<file path="config.mk">
export PLATFORM = sky130hd
export DESIGN_NAME = asr_adc_report_ctrl
export DESIGN_NICKNAME = d
export VERILOG_FILES = /design/src/hdl/asr_pkg.sv /design/src/hdl/asr_adc_report_ctrl.sv /design/src/hdl/asr_report_sender.sv /design/src/hdl/asr_tick_timer.sv
export SDC_FILE = /design/constraint.sdc
export NUM_CORES = 2
export LEC_CHECK = 0
export BUFFER_PORTS_ARGS = -buffer_cell sky130_fd_sc_hd__buf_4
export CAP_MARGIN = 10
export CORE_AREA = 2 2 312 314
export DETAILED_ROUTE_END_ITERATION = 8
export DIE_AREA = 0 0 314 316
export PLACE_DENSITY_LB_ADDON = 0.05
export SLEW_MARGIN = 20
export SYNTH_ARGS = -nofsm -noshare
export SYNTH_HDL_FRONTEND = slang
export SYNTH_HIERARCHICAL = 1
export SYNTH_SLANG_ARGS = --single-unit
</file>
<file path="constraint.sdc">
create_clock -name CLK_SYS -period 87.3 [get_ports CLK_SYS]
set_input_delay 4.365 -clock CLK_SYS [delete_from_list [all_inputs] [get_ports CLK_SYS]]
set_output_delay 4.365 -clock CLK_SYS [all_outputs]
set_load 0.01 [all_outputs]
</file>
<file path="src/hdl/asr_pkg.sv">
// Constants, types and lookup functions of the ADC report controller.
// Assumes one 50 MHz system clock and a 32-bit AHB-Lite register bus.
package asr_pkg;

  // ==========================================================
  // Timing
  localparam int          CLK_KHZ     = 50000;
  localparam int          SPACE_NS    = 1000;
  localparam int          SPACE_CYC   =
    (SPACE_NS * (CLK_KHZ / 1000) + 999) / 1000;

  // ==========================================================
  // Widths and register map
  localparam int          BUS_W       = 32;
  localparam int          SAMPLE_W    = 12;
  localparam int          REPORT_LEN  = 64;
  localparam logic [7:0]  OFS_CONTROL = 8'h00;
  localparam logic [7:0]  OFS_COMMAND = 8'h04;
  localparam logic [7:0]  OFS_STATUS  = 8'h08;
  localparam int          EN_LSB      = 0;
  localparam int          CHAN_LSB    = 8;
  localparam int          MODE_LSB    = 16;
  localparam int          RATE_LSB    = 24;
  localparam logic [31:0] CONTROL_RST = 32'h0000_0000;
  localparam int          ST_EN       = 0;
  localparam int          ST_BUSY     = 1;
  localparam int          ST_REJ      = 2;
  localparam int          ST_OVR      = 3;
  localparam int          ST_SEQ_LSB  = 8;

  // ==========================================================
  // Report layout and codes
  localparam logic [7:0]  ID_DATA     = 8'h1d;
  localparam logic [7:0]  ID_SINGLE   = 8'h1e;
  localparam logic [7:0]  EN_ON       = 8'h01;
  localparam logic [7:0]  MODE_CONT   = 8'h01;
  localparam logic [7:0]  CMD_CAL     = 8'h00;
  localparam logic [7:0]  CMD_INPUTS  = 8'h01;
  localparam logic [5:0]  POS_ID      = 6'h00;
  localparam logic [5:0]  POS_HEAD    = 6'h01;
  localparam logic [5:0]  POS_DATA    = 6'h02;
  localparam logic [5:0]  POS_MEAS    = 6'h08;
  localparam int          CAL_WORDS   = 3;
  localparam logic [2:0]  CH_TEMP     = 3'h4;
  localparam logic [2:0]  CH_BANDGAP  = 3'h5;

  typedef enum logic [1:0] {
    S_IDLE  = 2'b00,
    S_START = 2'b01,
    S_WAIT  = 2'b11,
    S_NEXT  = 2'b10
  } asr_state_t;

  // ==========================================================
  // Lookup functions
  function automatic logic [4:0] rate_khz(input logic [7:0] code);
    case (code)
      8'h00:   rate_khz = 5'h01;
      8'h01:   rate_khz = 5'h02;
      8'h02:   rate_khz = 5'h03;
      8'h03:   rate_khz = 5'h04;
      8'h04:   rate_khz = 5'h06;
      8'h05:   rate_khz = 5'h08;
      8'h06:   rate_khz = 5'h0a;
      8'h07:   rate_khz = 5'h0c;
      8'h08:   rate_khz = 5'h0f;
      8'h09:   rate_khz = 5'h10;
      8'h0a:   rate_khz = 5'h14;
      8'h0b:   rate_khz = 5'h18;
      8'h0d:   rate_khz = 5'h1e;
      default: rate_khz = 5'h00;
    endcase
  endfunction : rate_khz

  function automatic logic [4:0] limit_khz(input logic [7:0] chan);
    if (chan == 8'h04)
      limit_khz = 5'h06;
    else if (chan == 8'h02)
      limit_khz = 5'h0f;
    else
      limit_khz = 5'h1e;
  endfunction : limit_khz

  function automatic logic [4:0] sets_max(input logic [7:0] chan);
    if (chan == 8'h04)
      sets_max = 5'h07;
    else if (chan == 8'h02)
      sets_max = 5'h0f;
    else
      sets_max = 5'h1e;
  endfunction : sets_max

  function automatic logic chan_ok(input logic [7:0] chan);
    chan_ok = (chan == 8'h00) || (chan == 8'h01) ||
              (chan == 8'h02) || (chan == 8'h04);
  endfunction : chan_ok

endpackage : asr_pkg

</file>
<file path="src/hdl/asr_adc_report_ctrl.sv">
// ADC sampling and report control, top of the block.
// Assumes an AHB-Lite master and an ADC macro on CLK_SYS; the macro
// answers ADC_START with a one-cycle ADC_DONE and a 12-bit result.
//
// Design decisions made here: the placing of the registers and the AHB-Lite slave port.
`timescale 1ns/1ps
`default_nettype none
module asr_adc_report_ctrl #(
  parameter int          CLK_KHZ_P = asr_pkg::CLK_KHZ,
  // Calibration words; the values below are arbitrary.
  parameter logic [15:0] REF_CAL   = 16'h05f0,
  parameter logic [15:0] HEAT_LOW  = 16'h0400,
  parameter logic [15:0] HEAT_HIGH = 16'h0500
)(
  // Clock and reset
  input  wire logic                         CLK_SYS,
  input  wire logic                         RESET_N,
  // AHB-Lite slave
  input  wire logic                         HSEL,
  input  wire logic [31:0]                  HADDR,
  input  wire logic [1:0]                   HTRANS,
  input  wire logic                         HWRITE,
  input  wire logic [2:0]                   HSIZE,
  input  wire logic [asr_pkg::BUS_W-1:0]    HWDATA,
  input  wire logic                         HREADY,
  output var  logic [asr_pkg::BUS_W-1:0]    HRDATA,
  output var  logic                         HREADYOUT,
  output var  logic                         HRESP,
  // ADC macro
  output var  logic                         ADC_START,
  output var  logic [2:0]                   ADC_CHANNEL,
  input  wire logic                         ADC_DONE,
  input  wire logic [asr_pkg::SAMPLE_W-1:0] ADC_RESULT,
  // Report endpoint
  output var  logic                         REPORT_VALID,
  output var  logic [7:0]                   REPORT_DATA,
  output var  logic                         REPORT_LAST,
  input  wire logic                         REPORT_READY
);
  import asr_pkg::*;

  asr_state_t  state;
  logic        ap_wr;
  logic [7:0]  ap_addr;
  logic        take;
  logic        wr_ctrl;
  logic        wr_cmd;
  logic        wr_stat;
  logic        ctrl_ok;
  logic        ctrl_apply;
  logic [4:0]  w_khz;
  logic        cfg_en;
  logic [7:0]  cfg_chan;
  logic [7:0]  cfg_mode;
  logic [7:0]  cfg_rate;
  logic        cont_on;
  logic [31:0] ctrl_word;
  logic [31:0] stat_word;
  logic        rej;
  logic        ovr;
  logic        cmd_pend;
  logic [7:0]  cmd_byte;
  logic        go_set;
  logic        go_cal;
  logic        go_inp;
  logic        last_set;
  logic        fin;
  logic        hand;
  logic        job_cont;
  logic        job_down;
  logic [2:0]  cur_ch;
  logic [2:0]  left;
  logic [2:0]  n_ch;
  logic [5:0]  wr_ptr;
  logic [4:0]  sets;
  logic [7:0]  seq;
  logic        fbank;
  logic        sbank;
  logic [5:0]  blen [2];
  logic [7:0]  mem [2*REPORT_LEN];
  logic [15:0] cal_w [CAL_WORDS];
  logic [15:0] rate_per;
  logic        rate_tick;
  logic        space_tick;
  logic        space_ok;
  logic        snd_busy;
  logic [5:0]  rd_idx;
  logic [7:0]  rd_byte;
  logic [7:0]  res_lo;
  logic [6:0]  gap;

  // ==========================================================
  // Bus slave: zero wait states, always OKAY
  assign take    = HSEL && HTRANS[1] && HREADY;
  assign wr_ctrl = ap_wr && (ap_addr == OFS_CONTROL);
  assign wr_cmd  = ap_wr && (ap_addr == OFS_COMMAND);
  assign wr_stat = ap_wr && (ap_addr == OFS_STATUS);

  always_ff @(posedge CLK_SYS)
  begin
    if (!RESET_N)
    begin
      ap_wr   <= 1'b0;
      ap_addr <= '0;
    end
    else if (HREADY)
    begin
      ap_wr   <= take && HWRITE;
      ap_addr <= {HADDR[7:2], 2'b00};
    end
  end

  always_ff @(posedge CLK_SYS)
  begin
    HREADYOUT <= 1'b1;
    HRESP     <= 1'b0;
    if (!RESET_N)
      HRDATA <= '0;
    else if (take && !HWRITE)
    begin
      case ({HADDR[7:2], 2'b00})
        OFS_CONTROL: HRDATA <= ctrl_word;
        OFS_STATUS:  HRDATA <= stat_word;
        default:     HRDATA <= '0;
      endcase
    end
  end

  assign ctrl_word = {cfg_rate, cfg_mode, cfg_chan, 7'h00, cfg_en};
  assign stat_word = {16'h0000, seq, 4'h0, ovr, rej, snd_busy, cfg_en};

  // ==========================================================
  // Configuration
  assign w_khz   = rate_khz(HWDATA[RATE_LSB +: 8]);
  assign ctrl_ok = (HWDATA[EN_LSB +: 8] <= EN_ON)
    && chan_ok(HWDATA[CHAN_LSB +: 8])
    && (HWDATA[MODE_LSB +: 8] <= MODE_CONT)
    && (w_khz != 5'h00)
    && (w_khz <= limit_khz(HWDATA[CHAN_LSB +: 8]));
  assign ctrl_apply = wr_ctrl && ctrl_ok;
  assign cont_on    = cfg_en && (cfg_mode == MODE_CONT);

  always_ff @(posedge CLK_SYS)
  begin
    if (!RESET_N)
    begin
      cfg_en   <= CONTROL_RST[EN_LSB];
      cfg_chan <= CONTROL_RST[CHAN_LSB +: 8];
      cfg_mode <= CONTROL_RST[MODE_LSB +: 8];
      cfg_rate <= CONTROL_RST[RATE_LSB +: 8];
    end
    else if (ctrl_apply)
    begin
      cfg_en   <= (HWDATA[EN_LSB +: 8] == EN_ON);
      cfg_chan <= HWDATA[CHAN_LSB +: 8];
      cfg_mode <= HWDATA[MODE_LSB +: 8];
      cfg_rate <= HWDATA[RATE_LSB +: 8];
    end
  end

  // Sticky flags: a new event beats a clear in the same cycle.
  always_ff @(posedge CLK_SYS)
  begin
    if (!RESET_N)
    begin
      rej <= 1'b0;
      ovr <= 1'b0;
    end
    else
    begin
      rej <= (rej && !(wr_stat && HWDATA[ST_REJ])) ||
             (wr_ctrl && !ctrl_ok);
      ovr <= (ovr && !(wr_stat && HWDATA[ST_OVR])) || (fin && snd_busy);
    end
  end

  // Commands written during continuous mode never become pending.
  always_ff @(posedge CLK_SYS)
  begin
    if (!RESET_N)
    begin
      cmd_pend <= 1'b0;
      cmd_byte <= '0;
    end
    else
    begin
      cmd_pend <= (cmd_pend && (state != S_IDLE)) ||
                  (wr_cmd && !cont_on);
      if (wr_cmd)
        cmd_byte <= HWDATA[7:0];
    end
  end

  // ==========================================================
  // Pacing
  assign rate_per = 16'((CLK_KHZ_P + int'(rate_khz(cfg_rate)) - 1) /
                        int'(rate_khz(cfg_rate)));

  asr_tick_timer #(.W(16)) u_rate (
    .clk     (CLK_SYS),
    .rst_n   (RESET_N),
    .restart (!cont_on || ctrl_apply),
    .period  (rate_per),
    .tick    (rate_tick)
  );

  asr_tick_timer #(.W(16)) u_space (
    .clk     (CLK_SYS),
    .rst_n   (RESET_N),
    .restart (ADC_START),
    .period  (16'(SPACE_CYC)),
    .tick    (space_tick)
  );

  always_ff @(posedge CLK_SYS)
  begin
    if (!RESET_N || space_tick)
      space_ok <= 1'b1;
    else if (ADC_START)
      space_ok <= 1'b0;
  end

  // ==========================================================
  // Conversion sequencer
  assign n_ch     = (cfg_chan == 8'h00) ? 3'h1 : cfg_chan[2:0];
  assign go_set   = (state == S_IDLE) && cont_on && rate_tick;
  assign go_cal   = (state == S_IDLE) && !cont_on && cmd_pend && cfg_en
                    && (cmd_byte == CMD_CAL);
  assign go_inp   = (state == S_IDLE) && !cont_on && cmd_pend && cfg_en
                    && (cmd_byte == CMD_INPUTS)
                    && (cfg_chan != 8'h00);
  assign last_set = (5'(sets + 1'b1) == sets_max(cfg_chan));
  assign fin      = (state == S_NEXT) && (left == 3'h0) &&
                    (!job_cont || last_set);
  assign hand     = fin && !snd_busy;

  always_ff @(posedge CLK_SYS)
  begin
    if (!RESET_N || ctrl_apply)
    begin
      state       <= S_IDLE;
      job_cont    <= 1'b0;
      job_down    <= 1'b0;
      cur_ch      <= '0;
      left        <= '0;
      wr_ptr      <= POS_DATA;
      sets        <= '0;
      ADC_START   <= 1'b0;
      ADC_CHANNEL <= '0;
    end
    else
    begin
      ADC_START <= 1'b0;
      unique case (state)
        S_IDLE:
          if (go_set)
          begin
            job_cont <= 1'b1;
            job_down <= 1'b0;
            cur_ch   <= (cfg_chan == 8'h00) ? CH_TEMP : 3'h0;
            left     <= n_ch;
            state    <= S_START;
          end
          else if (go_cal)
          begin
            job_cont <= 1'b0;
            job_down <= 1'b1;
            cur_ch   <= CH_BANDGAP;
            left     <= 3'h2;
            wr_ptr   <= POS_MEAS;
            state    <= S_START;
          end
          else if (go_inp)
          begin
            job_cont <= 1'b0;
            job_down <= 1'b0;
            cur_ch   <= 3'h0;
            left     <= n_ch;
            wr_ptr   <= POS_DATA;
            state    <= S_START;
          end
        S_START:
          if (space_ok)
          begin
            ADC_START   <= 1'b1;
            ADC_CHANNEL <= cur_ch;
            state       <= S_WAIT;
          end
        S_WAIT:
          if (ADC_DONE)
          begin
            wr_ptr <= 6'(wr_ptr + 6'h02);
            left   <= 3'(left - 1'b1);
            cur_ch <= job_down ? 3'(cur_ch - 1'b1) : 3'(cur_ch + 1'b1);
            state  <= S_NEXT;
          end
        S_NEXT:
          if (left != 3'h0)
            state <= S_START;
          else
          begin
            state <= S_IDLE;
            if (job_cont && last_set)
            begin
              sets   <= '0;
              wr_ptr <= POS_DATA;
            end
            else if (job_cont)
              sets <= 5'(sets + 1'b1);
          end
      endcase
    end
  end

  // ==========================================================
  // Report banks: one fills while the other is sent
  assign cal_w[0] = REF_CAL;
  assign cal_w[1] = HEAT_LOW;
  assign cal_w[2] = HEAT_HIGH;
  assign res_lo   = ADC_RESULT[7:0];

  always_ff @(posedge CLK_SYS)
  begin
    if (!RESET_N)
    begin
      fbank   <= 1'b0;
      sbank   <= 1'b0;
      seq     <= '0;
      blen[0] <= '0;
      blen[1] <= '0;
    end
    else if (hand)
    begin
      sbank       <= fbank;
      fbank       <= !fbank;
      blen[fbank] <= wr_ptr;
      if (job_cont)
        seq <= 8'(seq + 1'b1);
    end
  end

  always_ff @(posedge CLK_SYS)
  begin
    if ((state == S_WAIT) && ADC_DONE)
    begin
      mem[{fbank, wr_ptr}]                <= res_lo;
      mem[{fbank, 6'(wr_ptr + 6'h01)}]    <= {4'h0, ADC_RESULT[11:8]};
    end
    if (go_cal || go_inp)
    begin
      mem[{fbank, POS_ID}]   <= ID_SINGLE;
      mem[{fbank, POS_HEAD}] <= cmd_byte;
    end
    if (go_cal)
      for (int k = 0; k < CAL_WORDS; k++)
      begin
        mem[{fbank, 6'(POS_DATA + 2 * k)}]     <= cal_w[k][7:0];
        mem[{fbank, 6'(POS_DATA + 2 * k + 1)}] <= cal_w[k][15:8];
      end
    if (hand && job_cont)
    begin
      mem[{fbank, POS_ID}]   <= ID_DATA;
      mem[{fbank, POS_HEAD}] <= seq;
    end
  end

  // Bytes past the filled length go out as zero padding.
  assign rd_byte = (rd_idx >= blen[sbank]) ? 8'h00 : mem[{sbank, rd_idx}];

  asr_report_sender #(.LEN(REPORT_LEN)) u_send (
    .clk       (CLK_SYS),
    .rst_n     (RESET_N),
    .start     (hand),
    .busy      (snd_busy),
    .rd_idx    (rd_idx),
    .rd_byte   (rd_byte),
    .out_valid (REPORT_VALID),
    .out_data  (REPORT_DATA),
    .out_last  (REPORT_LAST),
    .out_ready (REPORT_READY)
  );

  // ==========================================================
  // Checks
  always_ff @(posedge CLK_SYS)
  begin
    if (!RESET_N || ADC_START)
      gap <= '0;
    else if (gap != 7'h7f)
      gap <= 7'(gap + 1'b1);
  end
endmodule : asr_adc_report_ctrl
`default_nettype wire

</file>
<file path="src/hdl/asr_report_sender.sv">
// Sends one whole report of LEN bytes under valid and ready.
// Assumes rd_byte answers rd_idx in the same cycle.
`timescale 1ns/1ps
`default_nettype none
module asr_report_sender #(
  parameter int LEN = 64
)(
  // Clock and reset
  input  wire logic       clk,
  input  wire logic       rst_n,
  // Report source
  input  wire logic       start,
  output var  logic       busy,
  output var  logic [5:0] rd_idx,
  input  wire logic [7:0] rd_byte,
  // Byte stream
  output var  logic       out_valid,
  output var  logic [7:0] out_data,
  output var  logic       out_last,
  input  wire logic       out_ready
);
  logic [6:0] idx;

  assign rd_idx = idx[5:0];

  always_ff @(posedge clk)
  begin
    if (!rst_n)
    begin
      busy      <= 1'b0;
      idx       <= '0;
      out_valid <= 1'b0;
      out_data  <= '0;
      out_last  <= 1'b0;
    end
    else if (start && !busy)
    begin
      busy <= 1'b1;
      idx  <= '0;
    end
    else if (busy && (!out_valid || out_ready))
    begin
      if (idx == 7'(LEN))
      begin
        busy      <= 1'b0;
        out_valid <= 1'b0;
        out_last  <= 1'b0;
      end
      else
      begin
        out_valid <= 1'b1;
        out_data  <= rd_byte;
        out_last  <= (idx == 7'(LEN - 1));
        idx       <= 7'(idx + 1'b1);
      end
    end
  end
endmodule : asr_report_sender
`default_nettype wire

</file>
<file path="src/hdl/asr_tick_timer.sv">
// Free running period timer giving a one-cycle tick.
// Assumes period is at least one and restart comes from CLK_SYS logic.
`timescale 1ns/1ps
`default_nettype none
module asr_tick_timer #(
  parameter int W = 16
)(
  // Clock and reset
  input  wire logic         clk,
  input  wire logic         rst_n,
  // Control
  input  wire logic         restart,
  input  wire logic [W-1:0] period,
  // Output
  output var  logic         tick
);
  logic [W-1:0] cnt;

  always_ff @(posedge clk)
  begin
    if (!rst_n || restart)
    begin
      cnt  <= '0;
      tick <= 1'b0;
    end
    else if (cnt >= W'(period - 1'b1))
    begin
      cnt  <= '0;
      tick <= 1'b1;
    end
    else
    begin
      cnt  <= W'(cnt + 1'b1);
      tick <= 1'b0;
    end
  end

endmodule : asr_tick_timer
`default_nettype wire

</file>
# Yosys cells after proc, flatten, opt, wreduce, memory -nomap -nowiden
# Memories as Yosys holds them, arrays and structs flattened. A register that Yosys moved wholly into a read port is not among the register bits.
# Index checks and enable logic that the tools add are counted.
dict set report word_totals {
  mem_count 5
  rom_bits 240
  ramBits 1036
  input_bits 88
  ff_bits 163
  out_inout_bits 48
}
dict set report op_classes {
  n_eq_ne 24
  muxes 80
  bitwise_logic 7
  reduce_logical 98
  add_sub_neg 13
  order_cmp 6
  div_mod_pow 1
}
# memory depth width rd rd_clocked_by_memory_dff wr line
set memory_table {}
lappend memory_table {mem 128 8 1 0 8 asr_adc_report_ctrl.sv:80} ;# logic [7:0] mem [2*REPORT_LEN];
lappend memory_table {{(no name shown)} 16 5 1 1 0 asr_pkg.sv:57} ;# case (code)
lappend memory_table {{(no name shown)} 16 5 1 1 0 asr_pkg.sv:57}
lappend memory_table {{(no name shown)} 16 5 1 0 0 asr_pkg.sv:57}
lappend memory_table {blen 2 6 1 1 2 asr_adc_report_ctrl.sv:79} ;# logic [5:0] blen [2];
# op count
set ops {}
lappend ops {{32-bit case mux with 2 select lines} 1}
lappend ops {{5-bit 2-to-1 mux} 9}
lappend ops {{6-bit 2-to-1 mux} 7}
lappend ops {{8-bit 2-to-1 mux} 5}
lappend ops {{1-bit logical AND} 37}
lappend ops {{3-bit 2-to-1 mux} 11}
lappend ops {{16-bit by 1-bit adder with 16-bit output (second input constant)} 2}
lappend ops {{32-bit by 6-bit divider with 32-bit output} 1}
lappend ops {{8-bit by 1-bit equality test with 1-bit output (second input constant)} 4}
lappend ops {{8-bit logical NOT} 4}
lappend ops {{1-bit 2-to-1 mux} 32}
lappend ops {{6-bit case mux with 3 select lines} 1}
lappend ops {{17-bit by 1-bit subtractor with 18-bit output (second input constant)} 1}
lappend ops {{16-bit by 5-bit adder with 17-bit output (first input constant)} 1}
lappend ops {{8-bit by 2-bit equality test with 1-bit output (second input constant)} 2}
lappend ops {{8-bit by 3-bit equality test with 1-bit output (second input constant)} 2}
lappend ops {{16-bit >= comparator} 1}
lappend ops {{16-bit by 6-bit >= comparator with 1-bit output (second input constant)} 1}
lappend ops {{8-bit by 1-bit less-or-equal comparator with 1-bit output (second input constant)} 2}
lappend ops {{4-bit 2-to-1 mux} 4}
lappend ops {{8-bit OR reduction} 2}
lappend ops {{16-bit by 1-bit subtractor with 16-bit output (second input constant)} 1}
lappend ops {{1-bit logical OR} 14}
lappend ops {{7-bit 2-to-1 mux} 2}
lappend ops {{39 further kinds} 82}

# Logic depth before layout (Yosys ltp)
dict set report depth {
  depth_word 14
  mapped_depth 387
  ltp_nobuf 363
}

# Hierarchy
# Netlist, hierarchy kept.
# mod area_per_inst_um2 instances cells_per_inst
set modules_own_cells {}
lappend modules_own_cells {asr_adc_report_ctrl 57520.2 1 5502}
lappend modules_own_cells {{asr_tick_timer at u_space} 1417.6 1 155}
lappend modules_own_cells {{asr_tick_timer at u_rate} 1296.2 1 155}
lappend modules_own_cells {asr_report_sender 805.8 1 93}

# Worst setup path before layout
# OpenSTA, ideal clock, no wires.
dict set report synth_timing {
  kind {register to register}
  from {register cfg_rate[4]}
  to {register u_rate.cnt[10]}
  period_less_slack_ps 73074
  setup_time_ps 64
  t_required_ps 87236
  stages_incl_launch_ff 377
  path_slack_ps 14226
  arrival_ps 73010
  path_buffers 26
  cell_sequence {dfxtp_1 > nor4_4 > buf_6 > nand2_1 > ha_1 > buf_2 > nand2_1 > nor2b_1 > ha_1 > nor3b_1 > nand4b_1 > a21oi_1 > ha_1 > o211a_1 > a2bb2oi_2 > a211o_1 > nand2_1 > ha_1 > (+341 left out) > o311ai_0 > nor4_1 > o2111a_1 > nand4_1 > inv_1 > ha_1 > or4b_4 > nor3_4 > nand2_2 > nor4_2 > xnor2_1 > ha_1 > a21oi_1 > nand2_1 > a221oi_1 > nand4b_2 > buf_2 > nor2_1}
}
dict set report synth_via {
  elab_chain_cells 8
}
# item line
set synth_rtl {}
lappend synth_rtl {{start, declared} asr_adc_report_ctrl.sv:55} ;# logic [7:0] cfg_rate;
lappend synth_rtl {{start signal, assigned} asr_adc_report_ctrl.sv:150} ;# cfg_rate <= CONTROL_RST[RATE_LSB +: 8];
lappend synth_rtl {{start signal, assigned} asr_adc_report_ctrl.sv:157} ;# cfg_rate <= HWDATA[RATE_LSB +: 8];
lappend synth_rtl {{4-bit logical NOT (*)} asr_pkg.sv:57}
lappend synth_rtl {{5-bit 2-to-1 mux} asr_pkg.sv:57}
lappend synth_rtl {{16-bit by 5-bit adder with 17-bit output} asr_adc_report_ctrl.sv:196} ;# assign rate_per = 16'((CLK_KHZ_P + int'(rate_khz(cfg_rate)) - 1) /
lappend synth_rtl {{17-bit by 1-bit subtractor with 18-bit output} asr_adc_report_ctrl.sv:196}
lappend synth_rtl {{32-bit by 6-bit divider with 32-bit output (*)} asr_adc_report_ctrl.sv:196}
lappend synth_rtl {{net rate_per[15]} asr_adc_report_ctrl.sv:82} ;# logic [15:0] rate_per;
lappend synth_rtl {{16-bit by 1-bit subtractor with 16-bit output (*)} asr_tick_timer.sv:26} ;# else if (cnt >= W'(period - 1'b1))
lappend synth_rtl {{16-bit >= comparator (*)} asr_tick_timer.sv:26}
lappend synth_rtl {{2-bit OR reduction (no line) (*)} n/a}
lappend synth_rtl {{end signal, assigned} asr_tick_timer.sv:33} ;# cnt <= W'(cnt + 1'b1);
lappend synth_rtl {{end, declared} asr_tick_timer.sv:17} ;# logic [W-1:0] cnt;
# Mark *: on every way through the listed nets, which the timed path passes. The rest lies on a longest branch.
# A chain may end at the register's enable or synchronous reset.

# Final worst setup path
dict set report layout_timing {
  from {register cfg_rate[4]}
  to {register u_rate.cnt[11]}
}
# Same word-level chain as after synthesis.

==> key figures <==
Run status
  • Status: complete, no violations

GRT
  • Vias in the first global route: approximately 45k
  • Total track usage: ~30%
  • Global-route wire length before repair: between 200000 and 250000 µm
  • Largest net degree at the start of global routing: 106
  • Initial antenna violation count: 1
  • Grt total ovfl: 0

Yosys
  • #FFs+latches synth: 950
  • Yosys top cell by area: edfxtp_1
  • Async set-reset flop share out of synthesis: 0%
  • Post-synth EDFFs: around 700
  • Area fraction of the dominant cell type after synthesis: between 30 and 40%
  • Synth Cell Area: roughly 60000 µm²
  • Synthesized instance count: 5905
  • Warnings from Yosys: 6
  • Area contributors post-synth: edfxtp_1 (35%), mux4_2 (8.8%), dfxtp_1 (8.1%)
  • Seq/Total Area, Yosys: 42.67%
  • Ys flop type: edfxtp_1
  • Synth unique cells: approximately 140
  • Mean Syn Cell Area: roughly 10 µm²

Power
  • VDD IR max: approximately 0.033 mV
  • Switching power: around 0.00093 W
  • Power per cell area: roughly 30 nW/µm²
  • Clock share of power: around a fifth
  • Sequential group share of total power: 23.8%
  • Sw Share: 45.79%
  • Lkg Pwr: around 22 nW
  • Gate power share: between 50% and 60%
  • P_int: about 0.0011 W

Floorplan
  • Die area: between 90000 and 100000 µm²
  • Initial Utilization: roughly 64%
  • Core Region: approximately 96000 µm²
  • Floorplan die height: roughly 320 µm
  • Rows: between 100 and 150
  • Top Ports: roughly 140
  • Die Wd: approximately 310 µm

Setup path
  • Worst r2r path cells: 360
  • Setup Crit Path Kind: register to register
  • Worst R2R End: u_rate/cnt[11]$_SDFF_PP0_
  • CP Launch Type: register
  • CP required: ~88000 ps
  • CP max-delay cell: or4_4
  • CP max stage delay: about 670 ps
  • Setup crit end kind: register
  • Reg-to-Reg Start: cfg_rate[4]$_SDFFE_PN0P_
  • R2r setup slk: about 6400 ps
  • Critical Path Most Common Cell: o21a_1
  • CP max FO: 26
  • CP arrival: 81410 ps

Run
  • Max Cap Viol: 0

STA
  • Clock skew: roughly 28 ps
  • Final setup violation count: 0
  • Minimum clock period: a little over 80000 ps
  • Worst rel slew slack: 17.98%
  • Least-Margin Pin Slew: 1229 ps
  • Endpoints failing hold: 0
  • Final period util: between 90% and 100%
  • Max-slew violation count: 0
  • Peak Freq: around 12 MHz

Clock tree
  • CTS Sinks: between 900 and 1k
  • Later-pin clock latency in the skew report: roughly 650 ps
  • TritonCTS buffer count: 91
  • CTS clk-pin slew, worst paths: approximately 60 ps
  • CTS Root Cell: clkbuf_16
  • TritonCTS clock tree: done
  • Hold Buf Count CTS: 0
  • CTS H-tree depth: 3
  • CTS Buffer Depth: 3

Layout
  • Most frequent cells in the layout: edfxtp_1 (702), and2_1 (544), nand2_1 (521)
  • Area delta synth->final: 8.790%
  • Commonest non-fill, non-tap cell in the layout: edfxtp_1
  • Fin nets: 6291
  • Layout cell share with drive strength beyond 1: between 10% and 20%
  • Final non-filler cell total: about 7.3k
  • Core Util, Final: around 69%

Place
  • Buffers on Ports: between 90 and 100
  • Global placer's final weighted congestion: roughly 0.92
  • HPWL Detailed: slightly above 100000 µm
  • Dpl cells: 7164

Worst hold path
  • Hold Path End: space_ok$_SDFFE_PP1P_
  • Hold path cells: 1
  • Worst Hold Class: register to register
  • Min-delay src: u_space/tick$_SDFF_PP0_

Routing
  • Via count: between 40k and 50k
  • Initial DRC count: between 4k and 5k
  • Post-Route WL: between 150000 and 200000 µm
  • Routed Antenna Nets: 0
  • DRC viols: 0
  • Pre-antenna DRT Iters: 6
  • Via/cell ratio: approximately 6.4
  • WL per Instance: a little over 20 µm
routing by layer:
layer	up-vias	global-route usage, %	part of all wire (%)
met5	-	0	0
met3	255	2.971	5.5
met1	22609	38.95	41
met4	0	9.276	2.7
met2	1400	53.30	50
li1	22389	-	-
layout make-up:
class	instances	area [µm²]
antenna	1	2.502
clock buffer	119	2521
clock inverter	44	421.7
fill	7237	29590
inverter	86	326.6
multi-input combinational	4657	33890
sequential	950	26060
tap	1276	1597
timing repair buffer	206	1584
power by group through the flow:
stage / sequential, W / clock [W] / combinational, W
after floorplan: 0.000491 / 0 / 0.000876
final: 0.000482 / 0.000391 / 0.00115
after detailed placement: 0.000491 / 0 / 0.00111
after global placement: 0.000491 / 0 / 0.00109
after global routing: 0.000481 / 0.000413 / 0.00125
after CTS: 0.000482 / 0.000396 / 0.00112
registers in the layout (all words and copies together) (netlist names), 2 cells and up, named ones only:
| register | cells |
|---|---|
| mem | 776 |
| cfg_mode | 8 |
| HRDATA | 28 |
| ap_addr | 6 |
| u_send/idx | 7 |
| sets | 5 |
| wr_ptr | 5 |
| blen | 10 |
| cfg_rate | 8 |
| cur_ch | 3 |
| cfg_chan | 8 |
| ADC_CHANNEL | 3 |
| u_space/cnt | 16 |
| u_rate/cnt | 16 |
| seq | 8 |
| state | 2 |
| cmd_byte | 8 |
| left | 3 |
| u_send/out_data | 8 |
worst max-delay path by stage:
stage | from | end | slack, ps | depth (start not counted)
6_report | cfg_rate[4]$_SDFFE_PN0P_ | u_rate/cnt[11]$_SDFF_PP0_ | 6420 | 360
3_3_place_gp | cfg_rate[4]$_SDFFE_PN0P_ | u_rate/cnt[15]$_SDFF_PP0_ | 3560 | 350
4_1_cts | cfg_rate[4]$_SDFFE_PN0P_ | u_rate/cnt[11]$_SDFF_PP0_ | 1920 | 350
3_5_place_dp | cfg_rate[4]$_SDFFE_PN0P_ | u_rate/cnt[11]$_SDFF_PP0_ | 2240 | 350
2_1_floorplan | cfg_rate[4]$_SDFFE_PN0P_ | u_rate/cnt[10]$_SDFF_PP0_ | 14230 | 376
5_1_grt | cfg_rate[4]$_SDFFE_PN0P_ | u_rate/cnt[6]$_SDFF_PP0_ | -180 | 365
metrics by stage:
step / instance area, µm² / hold slack (ps) / worst slack, ps / setup TNS (ps) / total power, W
6_report: 66400 / 409.9 / 6416 / 0 / 0.002022
3_3_place_gp: 63230 / 392.8 / 3559 / 0 / 0.001585
4_1_cts: 66170 / 413.7 / 1920 / 0 / 0.001993
3_5_place_dp: 63230 / 399.2 / 2243 / 0 / 0.001600
5_1_grt: 66400 / 446.0 / -178.1 / -2643 / 0.002148
2_1_floorplan: 61300 / 390.6 / 14230 / 0 / 0.001367
worst max-delay path: cells and delay by family, from the launching register on:
kind	cells	cell delay, ps
multiplexers	10	2870
AO/OA/AOI/OAI	133	27250
buffers and inverters	23	3860
flip-flops	1	360
AND/OR/NAND/NOR	160	36210
XOR/XNOR	1	110
adder cells (fa/ha/maj)	33	10000
synthesized netlist by cell type (29+ instances only):
| cell type | instances |
|---|---|
| edfxtp_1 | 702 |
| and2_1 | 544 |
| nand2_1 | 525 |
| nor2_1 | 486 |
| a21oi_1 | 315 |
| dfxtp_1 | 248 |
| mux4_2 | 238 |
| ha_1 | 210 |
| clkbuf_1 | 205 |
| o21ai_0 | 183 |
| nand3_1 | 178 |
| nor3_1 | 170 |
| xnor2_1 | 136 |
| mux2i_1 | 105 |
| xor2_1 | 97 |
| o21a_1 | 94 |
| nor2b_1 | 89 |
| and3_1 | 84 |
| nand4_1 | 77 |
| inv_1 | 72 |
| nand2b_1 | 70 |
| nor4_1 | 59 |
| or3_1 | 53 |
| a21o_1 | 47 |
| a31oi_1 | 47 |
| o31ai_1 | 44 |
| or2_2 | 41 |
| mux2_2 | 40 |
| a211oi_1 | 36 |
| o211ai_1 | 35 |
| a22oi_1 | 33 |
| buf_1 | 31 |
| or4_1 | 29 |
kinds of logic (layout without fill, tap and decap cells):
logic type                 count (synthesis)  count (layout)  share of synthesized area, %
and+or+nand+nor                         2564            2565                         22.37
AOI/OAI and AO/OA                       1188            1188                         13.43
DFF                                      950             950                         42.67
muxes                                    387             387                         11.33
buffers and inverters                    368             455                         2.474
xor gates and xnor gates                 233             233                         3.343
adders and majority gates                213             213                         4.370
other                                      2              72                       0.01230
timing repair:
action | CTS | global route
buffers inserted | 0 | 10
resized for setup | 0 | 31
setup endpoints to repair | 0 | 17
Power figures use the tool's default switching activity.
